<file path="src/hdl/scsc_pkg.sv">
// Constants, types and register map of the stop-clock state control block.
//
// Summary of operation
// - Family select bit; second family enables sleep
// - Level-2 read, second family: grant or sleep
// - Level-3 read, second family, deep=0: sleep
// - First family ignores sleep and deep selects
// - Polarity bit: 0 alarm high, 1 low
// - Alarm held two seconds starts duty throttling
// - Software or thermal throttle, one shared period
// - Port read stops clock only if enabled
// - Function select picks software entry state
// - First family: level-2 grant, level-3 halt
// - Software entry: select 0 grant or sleep, 1 halt or deep
// - Snooze enable drives sram snooze output
// - Level-3 read, second family, deep=1: deep
// - All entries need power-management enable bit
package scsc_pkg;
    // ==========================================================
    // Clock and timing
    localparam int CLK_HZ = 200_000_000;  // System clock rate
    localparam int THERM_HOLD_S = 2;  // Alarm qualification, seconds
    localparam int THERM_HOLD_CYC = THERM_HOLD_S * CLK_HZ;
    localparam int THR_STEP_CYC = 32;  // Cycles per throttle phase

    // ==========================================================
    // Register indices and byte addresses
    localparam logic [9:0] IDX_CTL = 10'h07b;  // Stop-clock control
    localparam logic [9:0] IDX_GREEN = 10'h07a;  // Grant state select
    localparam logic [9:0] IDX_SWPORT = 10'h0b2;  // Software entry port
    localparam logic [9:0] IDX_PMCTL = 10'h010;  // Power-management control
    localparam logic [9:0] IDX_L2PORT = 10'h014;  // Level-2 entry port
    localparam logic [9:0] IDX_L3PORT = 10'h015;  // Level-3 entry port
    localparam logic [11:0] ADDR_CTL = {IDX_CTL, 2'h0};
    localparam logic [11:0] ADDR_GREEN = {IDX_GREEN, 2'h0};
    localparam logic [11:0] ADDR_SWPORT = {IDX_SWPORT, 2'h0};
    localparam logic [11:0] ADDR_PMCTL = {IDX_PMCTL, 2'h0};
    localparam logic [11:0] ADDR_L2PORT = {IDX_L2PORT, 2'h0};
    localparam logic [11:0] ADDR_L3PORT = {IDX_L3PORT, 2'h0};
    localparam logic [11:0] ADDR_STATUS = 12'h060;  // State, write resumes

    // ==========================================================
    // Reset values and field positions
    localparam logic [7:0] CTL_RST = 8'h00;
    localparam logic [9:0] PMCTL_RST = 10'h000;
    localparam logic GREEN_RST = 1'b0;
    localparam int PM_EN_BIT = 9;  // Entry methods enable
    localparam int PM_SWTHR_BIT = 4;  // Software throttle enable
    localparam int PM_DUTY_LSB = 1;  // Duty field bits 3:1
    localparam int ST_THR_BIT = 5;  // Status: throttling
    localparam int ST_ALARM_BIT = 6;  // Status: alarm qualified

    // ==========================================================
    // Bus answers
    localparam logic [1:0] RESP_OKAY = 2'h0;
    localparam logic [1:0] RESP_SLVERR = 2'h2;

    // Stop-clock control register fields, bit 7 first
    typedef struct packed {
        logic deep_state_select;
        logic sleep_state_select;
        logic alarm_active_low;
        logic auto_throttle_en;
        logic stop_clock_function_select;
        logic software_stop_clock_enable;
        logic family_second;
        logic snooze_en;
    } scsc_ctl_t;

    // Processor clock states, one-hot
    typedef enum logic [4:0] {
        ST_RUN = 5'h01,
        ST_GRANT = 5'h02,
        ST_HALT = 5'h04,
        ST_SLEEP = 5'h08,
        ST_DEEP = 5'h10
    } scsc_state_t;
endpackage

</file>
<file path="src/hdl/scsc_alarm_qual.sv">
// Thermal alarm synchroniser and hold-time qualifier.
`timescale 1ns/1ps
module scsc_alarm_qual #(
    parameter int HOLD_CYC = scsc_pkg::THERM_HOLD_CYC
) (
    // Clock and reset
    input wire logic clock,
    input wire logic rst_n,
    // Pin and configuration
    input wire logic alarm_pin,
    input wire logic active_low,
    input wire logic enable,
    // Result
    output logic qualified
);
    localparam int CW = $clog2(HOLD_CYC + 1);
    localparam logic [CW-1:0] LAST = CW'(HOLD_CYC - 1);

    logic s1_r, s2_r, s3_r;  // Pin synchroniser chain
    logic level_r;  // Agreed pin level
    logic [CW-1:0] cnt_r;  // Active-time counter
    logic active;  // Alarm active after polarity

    // ==========================================================
    // Three-stage synchroniser
    // A change counts only once stages two and three agree
    always_ff @(posedge clock or negedge rst_n) begin
        if (!rst_n) begin
            s1_r <= 1'b0;
            s2_r <= 1'b0;
            s3_r <= 1'b0;
            level_r <= 1'b0;
        end else begin
            s1_r <= alarm_pin;
            s2_r <= s1_r;
            s3_r <= s2_r;
            if (s2_r == s3_r) begin
                level_r <= s3_r;
            end
        end
    end

    // Polarity selection
    assign active = level_r ^ active_low;

    // ==========================================================
    // Hold counter; any drop restarts the wait
    always_ff @(posedge clock or negedge rst_n) begin
        if (!rst_n) begin
            cnt_r <= '0;
            qualified <= 1'b0;
        end else if (!enable || !active) begin
            cnt_r <= '0;
            qualified <= 1'b0;
        end else if (cnt_r == LAST) begin
            qualified <= 1'b1;
        end else begin
            cnt_r <= cnt_r + 1'b1;
        end
    end

    property p_alarm_drop;
        @(posedge clock) disable iff (!rst_n)
        !active |=> !qualified;
    endproperty
    a_alarm_drop: assert property (p_alarm_drop) else $error("qualified without alarm");
endmodule

</file>
<file path="src/hdl/scsc_top.sv">
// Stop-clock state control with its AXI4-Lite register slave.
//
// Local design decision: register access over AXI4-Lite.
`timescale 1ns/1ps
module scsc_top #(
    parameter int THERM_HOLD = scsc_pkg::THERM_HOLD_CYC,
    parameter int THR_STEP = scsc_pkg::THR_STEP_CYC
) (
    // Clock and reset
    input wire logic clock,
    input wire logic rst_n,
    // AXI4-Lite write address
    input wire logic [11:0] s_axi_awaddr,
    input wire logic s_axi_awvalid,
    output logic s_axi_awready,
    // AXI4-Lite write data
    input wire logic [31:0] s_axi_wdata,
    input wire logic [3:0] s_axi_wstrb,
    input wire logic s_axi_wvalid,
    output logic s_axi_wready,
    // AXI4-Lite write response
    output logic [1:0] s_axi_bresp,
    output logic s_axi_bvalid,
    input wire logic s_axi_bready,
    // AXI4-Lite read address
    input wire logic [11:0] s_axi_araddr,
    input wire logic s_axi_arvalid,
    output logic s_axi_arready,
    // AXI4-Lite read data
    output logic [31:0] s_axi_rdata,
    output logic [1:0] s_axi_rresp,
    output logic s_axi_rvalid,
    input wire logic s_axi_rready,
    // Thermal sensor pin
    input wire logic thermal_alarm_n,
    // Processor and memory controls
    output logic cpu_halt_clock_n,
    output logic cpu_sleep_n,
    output logic sram_snooze,
    output logic throttle_active
);
    // ==========================================================
    // Declarations
    localparam int SW = $clog2(THR_STEP + 1);
    localparam logic [SW-1:0] STEP_LAST = SW'(THR_STEP - 1);

    scsc_pkg::scsc_ctl_t ctl_r;  // Stop-clock control
    logic grant_sel_r;  // Grant state select
    logic [9:0] pm_r;  // Power-management control
    scsc_pkg::scsc_state_t state_r, state_nxt;  // Processor state

    logic [11:0] awaddr_r;  // Held write address
    logic [31:0] wdata_r;  // Held write data
    logic [3:0] wstrb_r;  // Held byte enables
    logic aw_full_r, w_full_r;  // Halves of a write held
    logic wr_do;  // Both halves here, no answer pending
    logic rd_hs;  // Read address taken this edge
    logic [31:0] rd_val;  // Read data mux
    logic rd_hit;  // Read address mapped
    logic wr_hit;  // Write address mapped

    logic pm_en;  // Entry methods enabled
    logic alarm_ok;  // Alarm held long enough
    logic thr_on;  // Some throttle source active
    logic [2:0] duty;  // Throttle duty in eighths
    logic [SW-1:0] step_r;  // Cycles within phase
    logic [2:0] phase_r;  // Phase within period
    logic thr_stop;  // Throttle asks clock stopped

    assign pm_en = pm_r[scsc_pkg::PM_EN_BIT];
    assign duty = pm_r[scsc_pkg::PM_DUTY_LSB +: 3];
    assign wr_do = aw_full_r && w_full_r && !s_axi_bvalid;
    assign rd_hs = s_axi_arvalid && s_axi_arready;

    // ==========================================================
    // Write channel capture
    // Address and data may arrive in either order
    always_ff @(posedge clock or negedge rst_n) begin
        if (!rst_n) begin
            aw_full_r <= 1'b0;
            awaddr_r <= '0;
            s_axi_awready <= 1'b1;
        end else if (s_axi_awvalid && s_axi_awready) begin
            aw_full_r <= 1'b1;
            awaddr_r <= s_axi_awaddr;
            s_axi_awready <= 1'b0;
        end else if (s_axi_bvalid && s_axi_bready) begin
            aw_full_r <= 1'b0;
            s_axi_awready <= 1'b1;
        end
    end

    // Write data capture
    always_ff @(posedge clock or negedge rst_n) begin
        if (!rst_n) begin
            w_full_r <= 1'b0;
            wdata_r <= '0;
            wstrb_r <= '0;
            s_axi_wready <= 1'b1;
        end else if (s_axi_wvalid && s_axi_wready) begin
            w_full_r <= 1'b1;
            wdata_r <= s_axi_wdata;
            wstrb_r <= s_axi_wstrb;
            s_axi_wready <= 1'b0;
        end else if (s_axi_bvalid && s_axi_bready) begin
            w_full_r <= 1'b0;
            s_axi_wready <= 1'b1;
        end
    end

    // Write address decode
    always_comb begin
        case (awaddr_r)
            scsc_pkg::ADDR_CTL,
            scsc_pkg::ADDR_GREEN,
            scsc_pkg::ADDR_PMCTL,
            scsc_pkg::ADDR_STATUS: wr_hit = 1'b1;
            default: wr_hit = 1'b0;
        endcase
    end

    // ==========================================================
    // Write response
    // Entry ports are read-only; writes there get an error
    always_ff @(posedge clock or negedge rst_n) begin
        if (!rst_n) begin
            s_axi_bvalid <= 1'b0;
            s_axi_bresp <= scsc_pkg::RESP_OKAY;
        end else if (wr_do) begin
            s_axi_bvalid <= 1'b1;
            s_axi_bresp <= wr_hit ? scsc_pkg::RESP_OKAY : scsc_pkg::RESP_SLVERR;
        end else if (s_axi_bready) begin
            s_axi_bvalid <= 1'b0;
        end
    end

    // ==========================================================
    // Configuration registers
    always_ff @(posedge clock or negedge rst_n) begin
        if (!rst_n) begin
            ctl_r <= scsc_pkg::CTL_RST;
            grant_sel_r <= scsc_pkg::GREEN_RST;
            pm_r <= scsc_pkg::PMCTL_RST;
        end else if (wr_do) begin
            if (awaddr_r == scsc_pkg::ADDR_CTL && wstrb_r[0]) begin
                ctl_r <= wdata_r[7:0];
            end
            if (awaddr_r == scsc_pkg::ADDR_GREEN && wstrb_r[0]) begin
                grant_sel_r <= wdata_r[0];
            end
            if (awaddr_r == scsc_pkg::ADDR_PMCTL) begin
                if (wstrb_r[0]) begin
                    pm_r[7:0] <= wdata_r[7:0];
                end
                if (wstrb_r[1]) begin
                    pm_r[9:8] <= wdata_r[9:8];
                end
            end
        end
    end

    // ==========================================================
    // Read data mux; entry ports read as zero
    always_comb begin
        rd_val = '0;
        rd_hit = 1'b1;
        case (s_axi_araddr)
            scsc_pkg::ADDR_CTL: rd_val = {24'h000000, ctl_r};
            scsc_pkg::ADDR_GREEN: rd_val = {31'h00000000, grant_sel_r};
            scsc_pkg::ADDR_PMCTL: rd_val = {22'h000000, pm_r};
            scsc_pkg::ADDR_STATUS: begin
                rd_val[4:0] = state_r;
                rd_val[scsc_pkg::ST_THR_BIT] = thr_on;
                rd_val[scsc_pkg::ST_ALARM_BIT] = alarm_ok;
            end
            scsc_pkg::ADDR_L2PORT,
            scsc_pkg::ADDR_L3PORT,
            scsc_pkg::ADDR_SWPORT: rd_val = '0;
            default: rd_hit = 1'b0;
        endcase
    end

    // Read channel; one read at a time
    always_ff @(posedge clock or negedge rst_n) begin
        if (!rst_n) begin
            s_axi_arready <= 1'b1;
            s_axi_rvalid <= 1'b0;
            s_axi_rdata <= '0;
            s_axi_rresp <= scsc_pkg::RESP_OKAY;
        end else if (rd_hs) begin
            s_axi_arready <= 1'b0;
            s_axi_rvalid <= 1'b1;
            s_axi_rdata <= rd_val;
            s_axi_rresp <= rd_hit ? scsc_pkg::RESP_OKAY : scsc_pkg::RESP_SLVERR;
        end else if (s_axi_rvalid && s_axi_rready) begin
            s_axi_rvalid <= 1'b0;
            s_axi_arready <= 1'b1;
        end
    end

    // ==========================================================
    // State decision on entry-port reads
    // Entry only from running; a status write resumes
    always_comb begin
        state_nxt = state_r;
        if (wr_do && awaddr_r == scsc_pkg::ADDR_STATUS) begin
            state_nxt = scsc_pkg::ST_RUN;
        end
        if (rd_hs && pm_en && state_r == scsc_pkg::ST_RUN) begin
            if (s_axi_araddr == scsc_pkg::ADDR_L2PORT) begin
                if (!ctl_r.family_second) begin
                    state_nxt = scsc_pkg::ST_GRANT;
                end else if (ctl_r.sleep_state_select) begin
                    state_nxt = scsc_pkg::ST_SLEEP;
                end else begin
                    state_nxt = scsc_pkg::ST_GRANT;
                end
            end else if (s_axi_araddr == scsc_pkg::ADDR_L3PORT) begin
                if (!ctl_r.family_second) begin
                    state_nxt = scsc_pkg::ST_HALT;
                end else if (ctl_r.deep_state_select) begin
                    state_nxt = scsc_pkg::ST_DEEP;
                end else begin
                    state_nxt = scsc_pkg::ST_SLEEP;
                end
            end else if (s_axi_araddr == scsc_pkg::ADDR_SWPORT &&
                         ctl_r.software_stop_clock_enable) begin
                if (ctl_r.stop_clock_function_select) begin
                    state_nxt = ctl_r.family_second ?
                        scsc_pkg::ST_DEEP : scsc_pkg::ST_HALT;
                end else if (ctl_r.family_second && grant_sel_r) begin
                    state_nxt = scsc_pkg::ST_SLEEP;
                end else begin
                    state_nxt = scsc_pkg::ST_GRANT;
                end
            end
        end
    end

    // State register
    always_ff @(posedge clock or negedge rst_n) begin
        if (!rst_n) begin
            state_r <= scsc_pkg::ST_RUN;
        end else begin
            state_r <= state_nxt;
        end
    end

    // ==========================================================
    // Thermal alarm qualification
    scsc_alarm_qual #(
        .HOLD_CYC(THERM_HOLD)
    ) u_alarm (
        .clock(clock),
        .rst_n(rst_n),
        .alarm_pin(thermal_alarm_n),
        .active_low(ctl_r.alarm_active_low),
        .enable(ctl_r.auto_throttle_en),
        .qualified(alarm_ok)
    );

    // Either source throttles at the same period
    assign thr_on = pm_r[scsc_pkg::PM_SWTHR_BIT] ||
        (ctl_r.auto_throttle_en && alarm_ok);
    assign thr_stop = thr_on && (phase_r < duty);

    // ==========================================================
    // Throttle period: eight phases of THR_STEP cycles
    always_ff @(posedge clock or negedge rst_n) begin
        if (!rst_n) begin
            step_r <= '0;
            phase_r <= 3'h0;
        end else if (!thr_on) begin
            step_r <= '0;
            phase_r <= 3'h0;
        end else if (step_r == STEP_LAST) begin
            step_r <= '0;
            phase_r <= phase_r + 3'h1;
        end else begin
            step_r <= step_r + 1'b1;
        end
    end

    // ==========================================================
    // Processor and memory outputs, all registered
    // Sleep pin only serves the second family
    always_ff @(posedge clock or negedge rst_n) begin
        if (!rst_n) begin
            cpu_halt_clock_n <= 1'b1;
            cpu_sleep_n <= 1'b1;
            sram_snooze <= 1'b0;
            throttle_active <= 1'b0;
        end else begin
            cpu_halt_clock_n <= (state_r == scsc_pkg::ST_RUN) && !thr_stop;
            cpu_sleep_n <= !(ctl_r.family_second &&
                (state_r == scsc_pkg::ST_SLEEP || state_r == scsc_pkg::ST_DEEP));
            sram_snooze <= ctl_r.snooze_en && (state_r != scsc_pkg::ST_RUN);
            throttle_active <= thr_on;
        end
    end

    // ==========================================================
    // Checks
    property p_halt_low;
        @(posedge clock) disable iff (!rst_n)
        state_r != scsc_pkg::ST_RUN |=> !cpu_halt_clock_n;
    endproperty
    a_halt_low: assert property (p_halt_low) else $error("halt pin high in low power");

    property p_sleep_family;
        @(posedge clock) disable iff (!rst_n)
        !ctl_r.family_second |=> cpu_sleep_n;
    endproperty
    a_sleep_family: assert property (p_sleep_family) else $error("sleep pin on first family");

    property p_l2_first;
        @(posedge clock) disable iff (!rst_n)
        rd_hs && pm_en && state_r == scsc_pkg::ST_RUN && !ctl_r.family_second &&
        s_axi_araddr == scsc_pkg::ADDR_L2PORT |=> state_r == scsc_pkg::ST_GRANT ##1 !cpu_halt_clock_n;
    endproperty
    a_l2_first: assert property (p_l2_first) else $error("level-2 not grant");

    property p_l2_second;
        @(posedge clock) disable iff (!rst_n)
        rd_hs && pm_en && state_r == scsc_pkg::ST_RUN && ctl_r.family_second &&
        s_axi_araddr == scsc_pkg::ADDR_L2PORT |=>
        state_r == ($past(ctl_r.sleep_state_select) ? scsc_pkg::ST_SLEEP : scsc_pkg::ST_GRANT);
    endproperty
    a_l2_second: assert property (p_l2_second) else $error("level-2 wrong state");

    property p_l3_second;
        @(posedge clock) disable iff (!rst_n)
        rd_hs && pm_en && state_r == scsc_pkg::ST_RUN && ctl_r.family_second &&
        s_axi_araddr == scsc_pkg::ADDR_L3PORT |=>
        state_r == ($past(ctl_r.deep_state_select) ? scsc_pkg::ST_DEEP : scsc_pkg::ST_SLEEP);
    endproperty
    a_l3_second: assert property (p_l3_second) else $error("level-3 wrong state");

    property p_no_enable;
        @(posedge clock) disable iff (!rst_n)
        state_r == scsc_pkg::ST_RUN && !pm_en |=> state_r == scsc_pkg::ST_RUN;
    endproperty
    a_no_enable: assert property (p_no_enable) else $error("entry while disabled");

    property p_sw_off;
        @(posedge clock) disable iff (!rst_n)
        rd_hs && state_r == scsc_pkg::ST_RUN && !ctl_r.software_stop_clock_enable &&
        s_axi_araddr == scsc_pkg::ADDR_SWPORT |=> state_r == scsc_pkg::ST_RUN;
    endproperty
    a_sw_off: assert property (p_sw_off) else $error("port read acted while disabled");

    property p_snooze;
        @(posedge clock) disable iff (!rst_n)
        !ctl_r.snooze_en |=> !sram_snooze;
    endproperty
    a_snooze: assert property (p_snooze) else $error("snooze without enable");
endmodule

</file>
<file path="config.mk">
export PLATFORM = sky130hd
export DESIGN_NAME = scsc_top
export DESIGN_NICKNAME = d
export VERILOG_FILES = /design/src/hdl/scsc_pkg.sv /design/src/hdl/scsc_alarm_qual.sv /design/src/hdl/scsc_top.sv
export SDC_FILE = /design/constraint.sdc
export NUM_CORES = 1
export LEC_CHECK = 0
export ABC_AREA = 1
export BUFFER_PORTS_ARGS = -buffer_cell sky130_fd_sc_hd__clkbuf_2
export CORE_MARGIN = 4
export CORE_UTILIZATION = 45
export CTS_CLUSTER_DIAMETER = 120
export DETAILED_ROUTE_END_ITERATION = 16
export PLACE_DENSITY = 0.72
export SYNTH_ARGS = -nofsm -noshare
export SYNTH_HDL_FRONTEND = slang
export SYNTH_SLANG_ARGS = --single-unit
</file>
<file path="constraint.sdc">
create_clock -name clock -period 4.32 [get_ports clock]
set_clock_uncertainty 0.1 [all_clocks]
set_input_delay 0.864 -clock clock [delete_from_list [all_inputs] [get_ports clock]]
set_output_delay 0.864 -clock clock [all_outputs]
set_load 0.01 [all_outputs]
</file>
# [Word level (Yosys, flattened, before mapping)]
# Index checks and enable logic that the tools add are counted.
[op_classes] n_addsub=3 order_cmp=1 n_eq_ne=20 n_mux=38 bitwise=1 reduce_logical=38
[op_table] op="== test 12 x 7 -> 1 bit (second input constant)" n=6
[op_table] op="two-way mux 29 bit" n=2
[op_table] op="== test 12 x 9 -> 1 bit (second input constant)" n=4
[op_table] op="two-way mux 5 bit" n=9
[op_table] op="adder 29 x 1 -> 29 bit (second input constant)" n=1
[op_table] op="== test 29 bit (second input constant)" n=1
[op_table] op="case mux 7 bit (4 select lines)" n=1
[op_table] op="logical AND 1 bit" n=19
[op_table] op="two-way mux 1 bit" n=16
[op_table] op="== test 12 x 10 -> 1 bit (second input constant)" n=1
[op_table] op="two-way mux 4 bit" n=3
[op_table] op="two-way mux 6 bit" n=2
[op_table] op="nonzero test 2 bit" n=5
[op_table] op="OR reduction 7 bit" n=1
[op_table] op="adder 6 x 1 -> 6 bit (second input constant)" n=1
[op_table] op="== test 6 x 5 -> 1 bit (second input constant)" n=1
[op_table] op="two-way mux 3 bit" n=2
[op_table] op="case mux 3 bit (2 select lines)" n=1
[op_table] op="AND reduction 3 bit" n=2
[op_table] op="== test 5 x 1 -> 1 bit (second input constant)" n=1
[op_table] op="== test 5 x 4 -> 1 bit (second input constant)" n=1
[op_table] op="== test 5 bit (second input constant)" n=1
[op_table] op="zero test 1 bit" n=5
[op_table] op="!= test 5 x 1 -> 1 bit (second input constant)" n=1
[op_table] op="other kinds (9)" n=14
[totals] regBits=138 in_bits=68 elab_cells=138

# [Depth between registers and ports, before layout]
# Gate-level depths: netlist of run 1.
[logic_depth] word_depth=8 mapped_depth=11 mapped_depth_nobuf=11

# [By module]
# A second synthesis of run 1 with hierarchy kept.
[hier_totals] hier_cells=788 hier_area_um2=6169.7
[by_module_without_submodules] mod="scsc_top" instances=1 cells_each=484 area_per_inst_um2=4119.0 seq_area_each_um2=2009.4
[by_module_without_submodules] mod="scsc_alarm_qual" instances=1 cells_each=304 area_per_inst_um2=2050.7 seq_area_each_um2=850.8

# [Worst setup path after synthesis of run 1]
# OpenSTA, ideal clock, no wires.
[synth_path] kind="input port to flip-flop" from="in s_axi_araddr[11]" to="reg state_r[3]" arrival_ns=1.684 required_ns=4.103 slack_ns=2.419 stages=10 n_path_buf=0 path_cell_list="nor2_4 > nand2_1 > nor2_1 > nand3_1 > nand2_1 > nand2_1 > nand2_1 > nand2_1 > nand2_1 > nand2_1"
[synth_via] elab_chain_len=6 elab_cells_between_ends=8 cone_classes="eq/ne: 3; mux: 4; reduce/logical: 1"
[synth_rtl] element="start: declaration" line_no="scsc_top.sv:26" text="input wire logic [11:0] s_axi_araddr,"
[synth_rtl] element="== test 12 x 10 -> 1 bit" line_no="scsc_top.sv:226" text="end else if (s_axi_araddr == scsc_pkg::ADDR_SWPORT &&"
[synth_rtl] element="logical AND 1 bit" line_no="scsc_top.sv:226"
[synth_rtl] element="two-way mux 5 bit" line_no="scsc_top.sv:226"
[synth_rtl] element="two-way mux 5 bit" line_no="scsc_top.sv:218" text="end else if (s_axi_araddr == scsc_pkg::ADDR_L3PORT) begin"
[synth_rtl] element="two-way mux 5 bit (*)" line_no="scsc_top.sv:210" text="if (s_axi_araddr == scsc_pkg::ADDR_L2PORT) begin"
[synth_rtl] element="two-way mux 5 bit (*)" line_no="scsc_top.sv:209" text="if (rd_hs && pm_en && state_r == scsc_pkg::ST_RUN) begin"
[synth_rtl] element="named net state_nxt[3]" line_no="scsc_top.sv:50" text="scsc_pkg::scsc_state_t state_r, state_nxt;"
[synth_rtl] element="end signal: assignment" line_no="scsc_top.sv:243" text="state_r <= scsc_pkg::ST_RUN;"
[synth_rtl] element="end signal: assignment" line_no="scsc_top.sv:245" text="state_r <= state_nxt;"
[synth_rtl] element="end: declaration" line_no="scsc_top.sv:50"
# The timed path passes the listed nets; every way through them passes the cells marked *.
# A chain may end at the register's enable or synchronous reset.

# [Worst setup path in the final report of run 1]
[layout_path] from="reg s_axi_awready" to="out s_axi_awready"
[layout_lines] element="start: declaration" line_no="scsc_top.sv:15" text="output logic s_axi_awready,"
[layout_lines] element="start signal: assignment" line_no="scsc_top.sv:82" text="s_axi_awready <= 1'b1;"
[layout_lines] element="start signal: assignment" line_no="scsc_top.sv:86" text="s_axi_awready <= 1'b0;"
[layout_lines] element="start signal: assignment" line_no="scsc_top.sv:89" text="s_axi_awready <= 1'b1;"
# No word-level cell between the ends.

==> results.md, run 1 <==
* CP arrival at roughly 1.1 ns
* Slew headroom at 0.4878
* Vias at approximately 5000
* Pint at around 0.0023 W
* Sink Count at roughly 110
* Detailed Route Iter0 Violations at just over 400
* Vias in the first global route at between 4000 and 5000
* Peak Freq at around 500 MHz
* Largest net degree at the start of global routing at 48
* Core Area at 0.01319 mm2
* Die height at 123.8 um
* Mean area per synthesized cell at a little over 8 um2
* N_diodes at 0
* Synth top area cells: dfrtp_1, nand2_1, nor2_1
* Buf+Inv Stages, Crit Path at 1
* Mapped cell area at 0.006031 mm2
* Routed length per placed instance at between 10 and 15 um
* Crit-path slowest cell: dfstp_2
* Hold Vio Cnt, Final at 0
* Mapped Cells at 750
* Worst Path Max Fanout at 3
* Crit path max-delay family: flip-flops
* Number of remaining DRC errors at 0
* I/O pin count at 113
* Root Buffer: clkbuf_16
* Routed Antenna Nets at 0
* Yosys reg bits at between 100 and 150
* CTS max path bufs at 2
* Primary FF master, synth: dfrtp_1
* Most frequent cells in the layout: nand2_1, dfrtp_1, nor2_1, inv_1, clkbuf_2
* Layout cells sized above 1 at 0.1957
* PostCTS Resize Cnt at 0
* Net Sw Power at about 0.00088 W
* Post-detail-place hpwl at approximately 9.6 mm
* Final slew viol count at 0
* Max Cap Viol at 0
* Max stage delay on crit path at ~0.54 ns
* Fin nets at 898
* Port bufs at 64
* Routed WL at 13.01 mm
* Starting Density at 0.4572
* Commonest non-fill, non-tap cell in the layout: nand2_1
* Area grow syn2layout at 16.83%
* CTS tree: yes
* Period minus WS final at slightly above 2 ns
* Sequential power share at 0.414
* Gate power share at 0.144
* Final period util at 0.4724
* Vias per cell at 4.962
* Worst-path clk slew at 0.05 ns
* DR pass1 iterations at 5
* Switch share at 0.2764
* FP Rows at 42
* Cell taking the most area after synthesis: dfrtp_1
* Htree depth at 4
* Cell leakage power at approximately 3.4 nW
* Status: complete, no violations
* RSZ-0062 raised after global routing: no
* Worst hold path class: reg2reg
* Worst slew pin tran at ~0.77 ns
* Met1 WL at 6.196 mm
* Distinct cells, synth at between 40 and 50
* Crit path kind: reg2out
* Post-CTS setup buffer count at 0
* CP Data Required Time at 3.36 ns
* CTS buffer count at 17
* Clock power frac at 0.442
* Worst vdd ir at around 300 uV
* Grt total ovfl at 0
* Post-synth ARST share at 1.000
* CP cell instances: clkbuf_2
* Die extent in x at approximately 120 um
* Yosys warns at 0
* Sequential share of the synthesized area at 0.4743
* Setup WS pre-CTS at slightly above 2 ns
* Metal3 WL at approximately 800 um
* Top layer in use: met4
* Clk_lat worst skew at 0.42 ns
* First-pass GRT wire length at 21.55 mm
* Post-CTS Hold Buffers at 0
* Startpoint types: register
* Routability cong. at approximately 0.9
* Antenna violations before repair at 0
* PD cells at ~450 mW/mm2
* Final setup vio count at 0
* Total GRT Usage at 0.1803
* Die Footprint at about 0.015 mm2
* Met2 WL at between 5 and 6 mm
* Post-synth EDFFs at 0
* Final total negative setup slack at 0 ns
* Area share of the largest cell type after synthesis at 0.4481
* CP Capture Type: primary output
* Worst setup margin at approximately 2.3 ns
layer usage:
layer,vias to the layer above,global-route usage
met5,-,0
met4,0,0.07612
met3,21,0.04269
met2,151,0.2653
met1,2326,0.2549
li1,2533,-
cell families after synthesis:
kind of cell	after synthesis	share of synthesized area
buf+inv	132	0.09896
fa+ha+maj	6	0.01203
flops	114	0.4743
mux	8	0.01494
other cells	1	0.0006218
compound gates	96	0.09066
xor+xnor	6	0.008714
simple gates	387	0.2998
layout make-up:
| cell class | count | area, um2 |
|---|---|---|
| Timing Repair Buffer | 67 | 345.3 |
| Clock inverter | 14 | 162.7 |
| Multi-Input combinational cell | 527 | 2660 |
| Tap cell | 176 | 220.2 |
| Inverter | 98 | 367.9 |
| Clock buffer | 18 | 429.2 |
| Sequential cell | 114 | 2860 |
| Fill cell | 1263 | 6145 |
per-stage QoR:
| stage | area [um2] | std cells | hold slack, ns | total power, W | utilization |
|---|---|---|---|---|---|
| after global routing | 7046 | 1014 | 0.2513 | 0.003335 | 0.5341 |
| after global placement | 6454 | 982 | 0.2310 | 0.001777 | 0.4893 |
| after floorplan | 6117 | 773 | 0.2312 | 0.001651 | - |
| after detailed placement | 6454 | 982 | 0.2347 | 0.001795 | 0.4893 |
| final | 7046 | 1014 | 0.2452 | 0.003170 | 0.5341 |
| after CTS | 7046 | 1014 | 0.2466 | 0.003198 | 0.5341 |
path summary, 6_finish.rpt:
path                                      startpoint                  endpoint  slack, ns  cells after the start
setup / recovery           s_axi_awready$_DFFE_PN1P_             s_axi_awready       2.28                      1
hold reg to reg               u_alarm.s1_r$_DFF_PN0_    u_alarm.s2_r$_DFF_PN0_       0.25                      0
max in group asynchronous                      rst_n     cpu_sleep_n$_DFF_PN1_       2.86                      2
setup reg to reg           s_axi_arready$_DFFE_PN1P_      state_r[4]$_DFF_PN0_       2.33                      8
min in group asynchronous                      rst_n  s_axi_rvalid$_DFFE_PN0P_       0.36                      1
hold / removal                u_alarm.s1_r$_DFF_PN0_    u_alarm.s2_r$_DFF_PN0_       0.25                      0
sequential cells by signal, summed over array words and instances, names as in the netlist, 2 cells and up:
name,flops
phase_r,3
step_r,6
ctl_r,8
state_r,5
wstrb_r,2
u_alarm.cnt_r,29
pm_r,10
wdata_r,10
awaddr_r,12
s_axi_rdata,10
worst register-to-register path, stage by stage, from the launching register on:
cell and delay [ns]:
dfstp_2 0.53, nand2_1 0.27, nor2_1 0.25, inv_1 0.06, nor2_1 0.21, o21ai_0 0.18
nor2_1 0.13, o211ai_1 0.12, nand2_1 0.07
power groups by stage:
stage	sequential, W	combinational, W	clock [W]
2_1_floorplan	0.00133	0.000321	0
3_3_place_gp	0.00133	0.000451	0
3_5_place_dp	0.00133	0.000464	0
4_1_cts	0.00131	0.000464	0.00142
5_1_grt	0.00133	0.000526	0.00148
6_report	0.00131	0.000456	0.00140
cell usage after synthesis, drive strengths merged, types with 5 or more instances:
master / number
o21ai: 44
ha: 5
a21oi: 38
dfrtp: 108
nand4: 18
nand3: 46
nor2: 106
clkbuf: 5
buf: 29
dfstp: 6
mux2: 8
inv: 97
nand2: 181
nor3: 29
Power figures use the tool's default switching activity.
==> run 2, diff against run 1 <==
clock period = 2 ns   (was 4.32 ns; I/O delays follow)
==> results.md, run 2 (synthesis results as in run 1) <==
* Status: complete, no violations (unchanged)
* Final setup vio count at 0 (unchanged)
* FP Rows at 42 (unchanged)
* Net Sw Power at 0.001946 W (was 0.0008763 W)
* Die Footprint at 0.01532 mm2 (unchanged)
* Pint at 0.004885 W (was 0.002293 W)
* Routed Antenna Nets at 0 (unchanged)
* Critical R2R Capture: u_alarm.cnt_r[5]$_DFFE_PN0P_ (was state_r[4]$_DFF_PN0_)
* Most frequent cells in the layout: nand2_1, dfrtp_1, nor2_1, inv_1, clkbuf_2 (unchanged)
* Final total negative setup slack at 0 ns (unchanged)
* Port bufs at 64 (unchanged)
* Worst vdd ir at 879.5 uV (was 302.9 uV)
* Routability cong. at 0.9098 (was 0.9251)
* CP Capture Type: register (was primary output)
* Htree depth at 4 (unchanged)
* Die extent in x at 123.8 um (unchanged)
* N_diodes at 0 (unchanged)
* Fin nets at 906 (was 898)
* Worst hold path class: in2reg (was reg2reg)
* Total power draw at 0.006831 W (was 0.003170 W)
* Reg-to-reg setup timing slack at 0.25 ns (was 2.33 ns)
* Post-detail-place hpwl at 9.815 mm (was 9.566 mm)
* DR pass1 iterations at 5 (unchanged)
* CTS tree: yes (unchanged)
* Vias in the first global route at 4500 (was 4618)
* CP Data Required Time at 2.21 ns (was 3.36 ns)
* Slew headroom at 0.6662 (was 0.4878)
* I/O pin count at 113 (unchanged)
* Switch share at 0.2849 (was 0.2764)
* Root Buffer: clkbuf_16 (unchanged)
* PD cells at 959.8 mW/mm2 (was 449.9 mW/mm2)
* PostCTS Resize Cnt at 0 (unchanged)
* Crit path kind: reg2reg (was reg2out)
* CTS buffer count at 17 (unchanged)
* Total GRT Usage at 0.1810 (was 0.1803)
* Vias per cell at 4.962 (about the same)
* CTS max path bufs at 2 (unchanged)
* Worst-path clk slew at 0.05 ns (about the same)
* Critical Path Sink: u_alarm.cnt_r[5]$_DFFE_PN0P_ (was s_axi_awready)
* Clock power frac at 0.434 (was 0.442)
* Post-CTS Hold Buffers at 2 (was 0)
* Reg2reg start: u_alarm.cnt_r[0]$_DFFE_PN0P_ (was s_axi_arready$_DFFE_PN1P_)
* Post-layout util at 0.5396 (was 0.5341)
* Hold Vio Cnt, Final at 0 (unchanged)
* Period minus WS final at 1.749 ns
* Biggest register: u_alarm.cnt_r (unchanged)
* Detailed Route Iter0 Violations at 463 (was 403)
* Core Area at 0.01319 mm2 (unchanged)
* Max Cap Viol at 0 (unchanged)
* CP arrival at 1.96 ns (was 1.08 ns)
* Clk_lat worst skew at 0.42 ns (about the same)
* Worst R2R Path Depth at 9 (was 8)
* Final period util at 0.8745
* Sequential power share at 0.415 (was 0.414)
* Sink Count at 114 (unchanged)
* Worst Path Max Fanout at 7 (was 3)
* Vias at 5071 (was 5031)
* Gate power share at 0.150 (was 0.144)
* Area grow syn2layout at 18.01% (was 16.83%)
* Die height at 123.8 um (unchanged)
* Number of remaining DRC errors at 0 (unchanged)
* Peak Freq at between 500 and 600 MHz
* Starting Density at 0.4572 (unchanged)
* RSZ-0062 raised after global routing: no (unchanged)
* Layout cells sized above 1 at 0.2009 (was 0.1957)
* Largest net degree at the start of global routing at 37 (was 48)
* Final slew viol count at 0 (unchanged)
* Routed length per placed instance at 12.78 um (was 12.83 um)
* Routed WL at 13.06 mm (was 13.01 mm)
* Critical path startpoint: u_alarm.cnt_r[0]$_DFFE_PN0P_ (was s_axi_awready$_DFFE_PN1P_)
* Startpoint types: register (unchanged)
* Largest register FFs at 29 (unchanged)
* Worst slew pin tran at 0.4995 ns (was 0.7664 ns)
* Cell leakage power at 3.387 nW (was 3.355 nW)
* Top flop regs: u_alarm.cnt_r x29, awaddr_r x12 (unchanged)
* Antenna violations before repair at 0 (unchanged)
* Commonest non-fill, non-tap cell in the layout: nand2_1 (unchanged)
* First-pass GRT wire length at 21.51 mm (was 21.55 mm)
* Post-CTS setup buffer count at 0 (unchanged)
* Grt total ovfl at 0 (unchanged)
run 2: per-layer routing:
| layer | GRT usage | part of all wire | up-vias |
|---|---|---|---|
| met3 | 0.04768 | 0.062 | 20 |
| li1 | - | - | 2547 |
| met2 | 0.2609 | 0.44 | 160 |
| met5 | 0 | 0 | - |
| met4 | 0.06782 | 0.015 | 0 |
| met1 | 0.2611 | 0.48 | 2344 |
run 2: worst max-delay path, cell delays in order (launching register included):
cell and delay, ns:
dfrtp_1 0.42, ha_1 0.23, nand3_2 0.15, inv_2 0.11, nand2_4 0.08, nor3_4 0.14, nand2_4 0.11, nor2_4 0.13
inv_2 0.08, o31ai_1 0.08
run 2: how the worst min path moves through the flow:
stage	from	endpoint	slack, ns	depth (start not counted)
floorplan	rst_n	aw_full_r$_DFFE_PN0P_	0.004	0
global placement	u_alarm.s1_r$_DFF_PN0_	u_alarm.s2_r$_DFF_PN0_	0.23	0
detailed placement	u_alarm.s1_r$_DFF_PN0_	u_alarm.s2_r$_DFF_PN0_	0.24	0
CTS	s_axi_bready	s_axi_bvalid$_DFFE_PN0P_	0.07	2
global route	s_axi_bready	s_axi_bvalid$_DFFE_PN0P_	0.09	2
finish	s_axi_bready	s_axi_bvalid$_DFFE_PN0P_	0.09	2
run 2: cell type report:
cell class	count	area, um2
Timing Repair Buffer	75	422.9
Tap cell	176	220.2
Inverter	98	367.9
Clock inverter	14	156.4
Fill cell	1254	6073
Clock buffer	18	429.2
Multi-Input combinational cell	527	2660
Sequential cell	114	2860
run 2: power by group through the flow:
stage	Combinational, W	Clock, W	Sequential (W)
floorplan	0.000694	0	0.00287
global placement	0.00101	0	0.00287
detailed placement	0.00104	0	0.00287
CTS	0.00105	0.00302	0.00284
global route	0.00118	0.00314	0.00288
finish	0.00103	0.00297	0.00284
run 2: metrics by stage:
step	setup slack (ns)	instances	hold WS (ns)	area, um2
after CTS	0.2291	1022	0.07444	7117
final	0.2509	1022	0.09149	7117
after detailed placement	0.2337	988	0.2379	6511
after floorplan	0.4857	773	0.004409	6117
after global routing	0.1236	1022	0.08898	7117
after global placement	0.2650	988	0.2329	6511
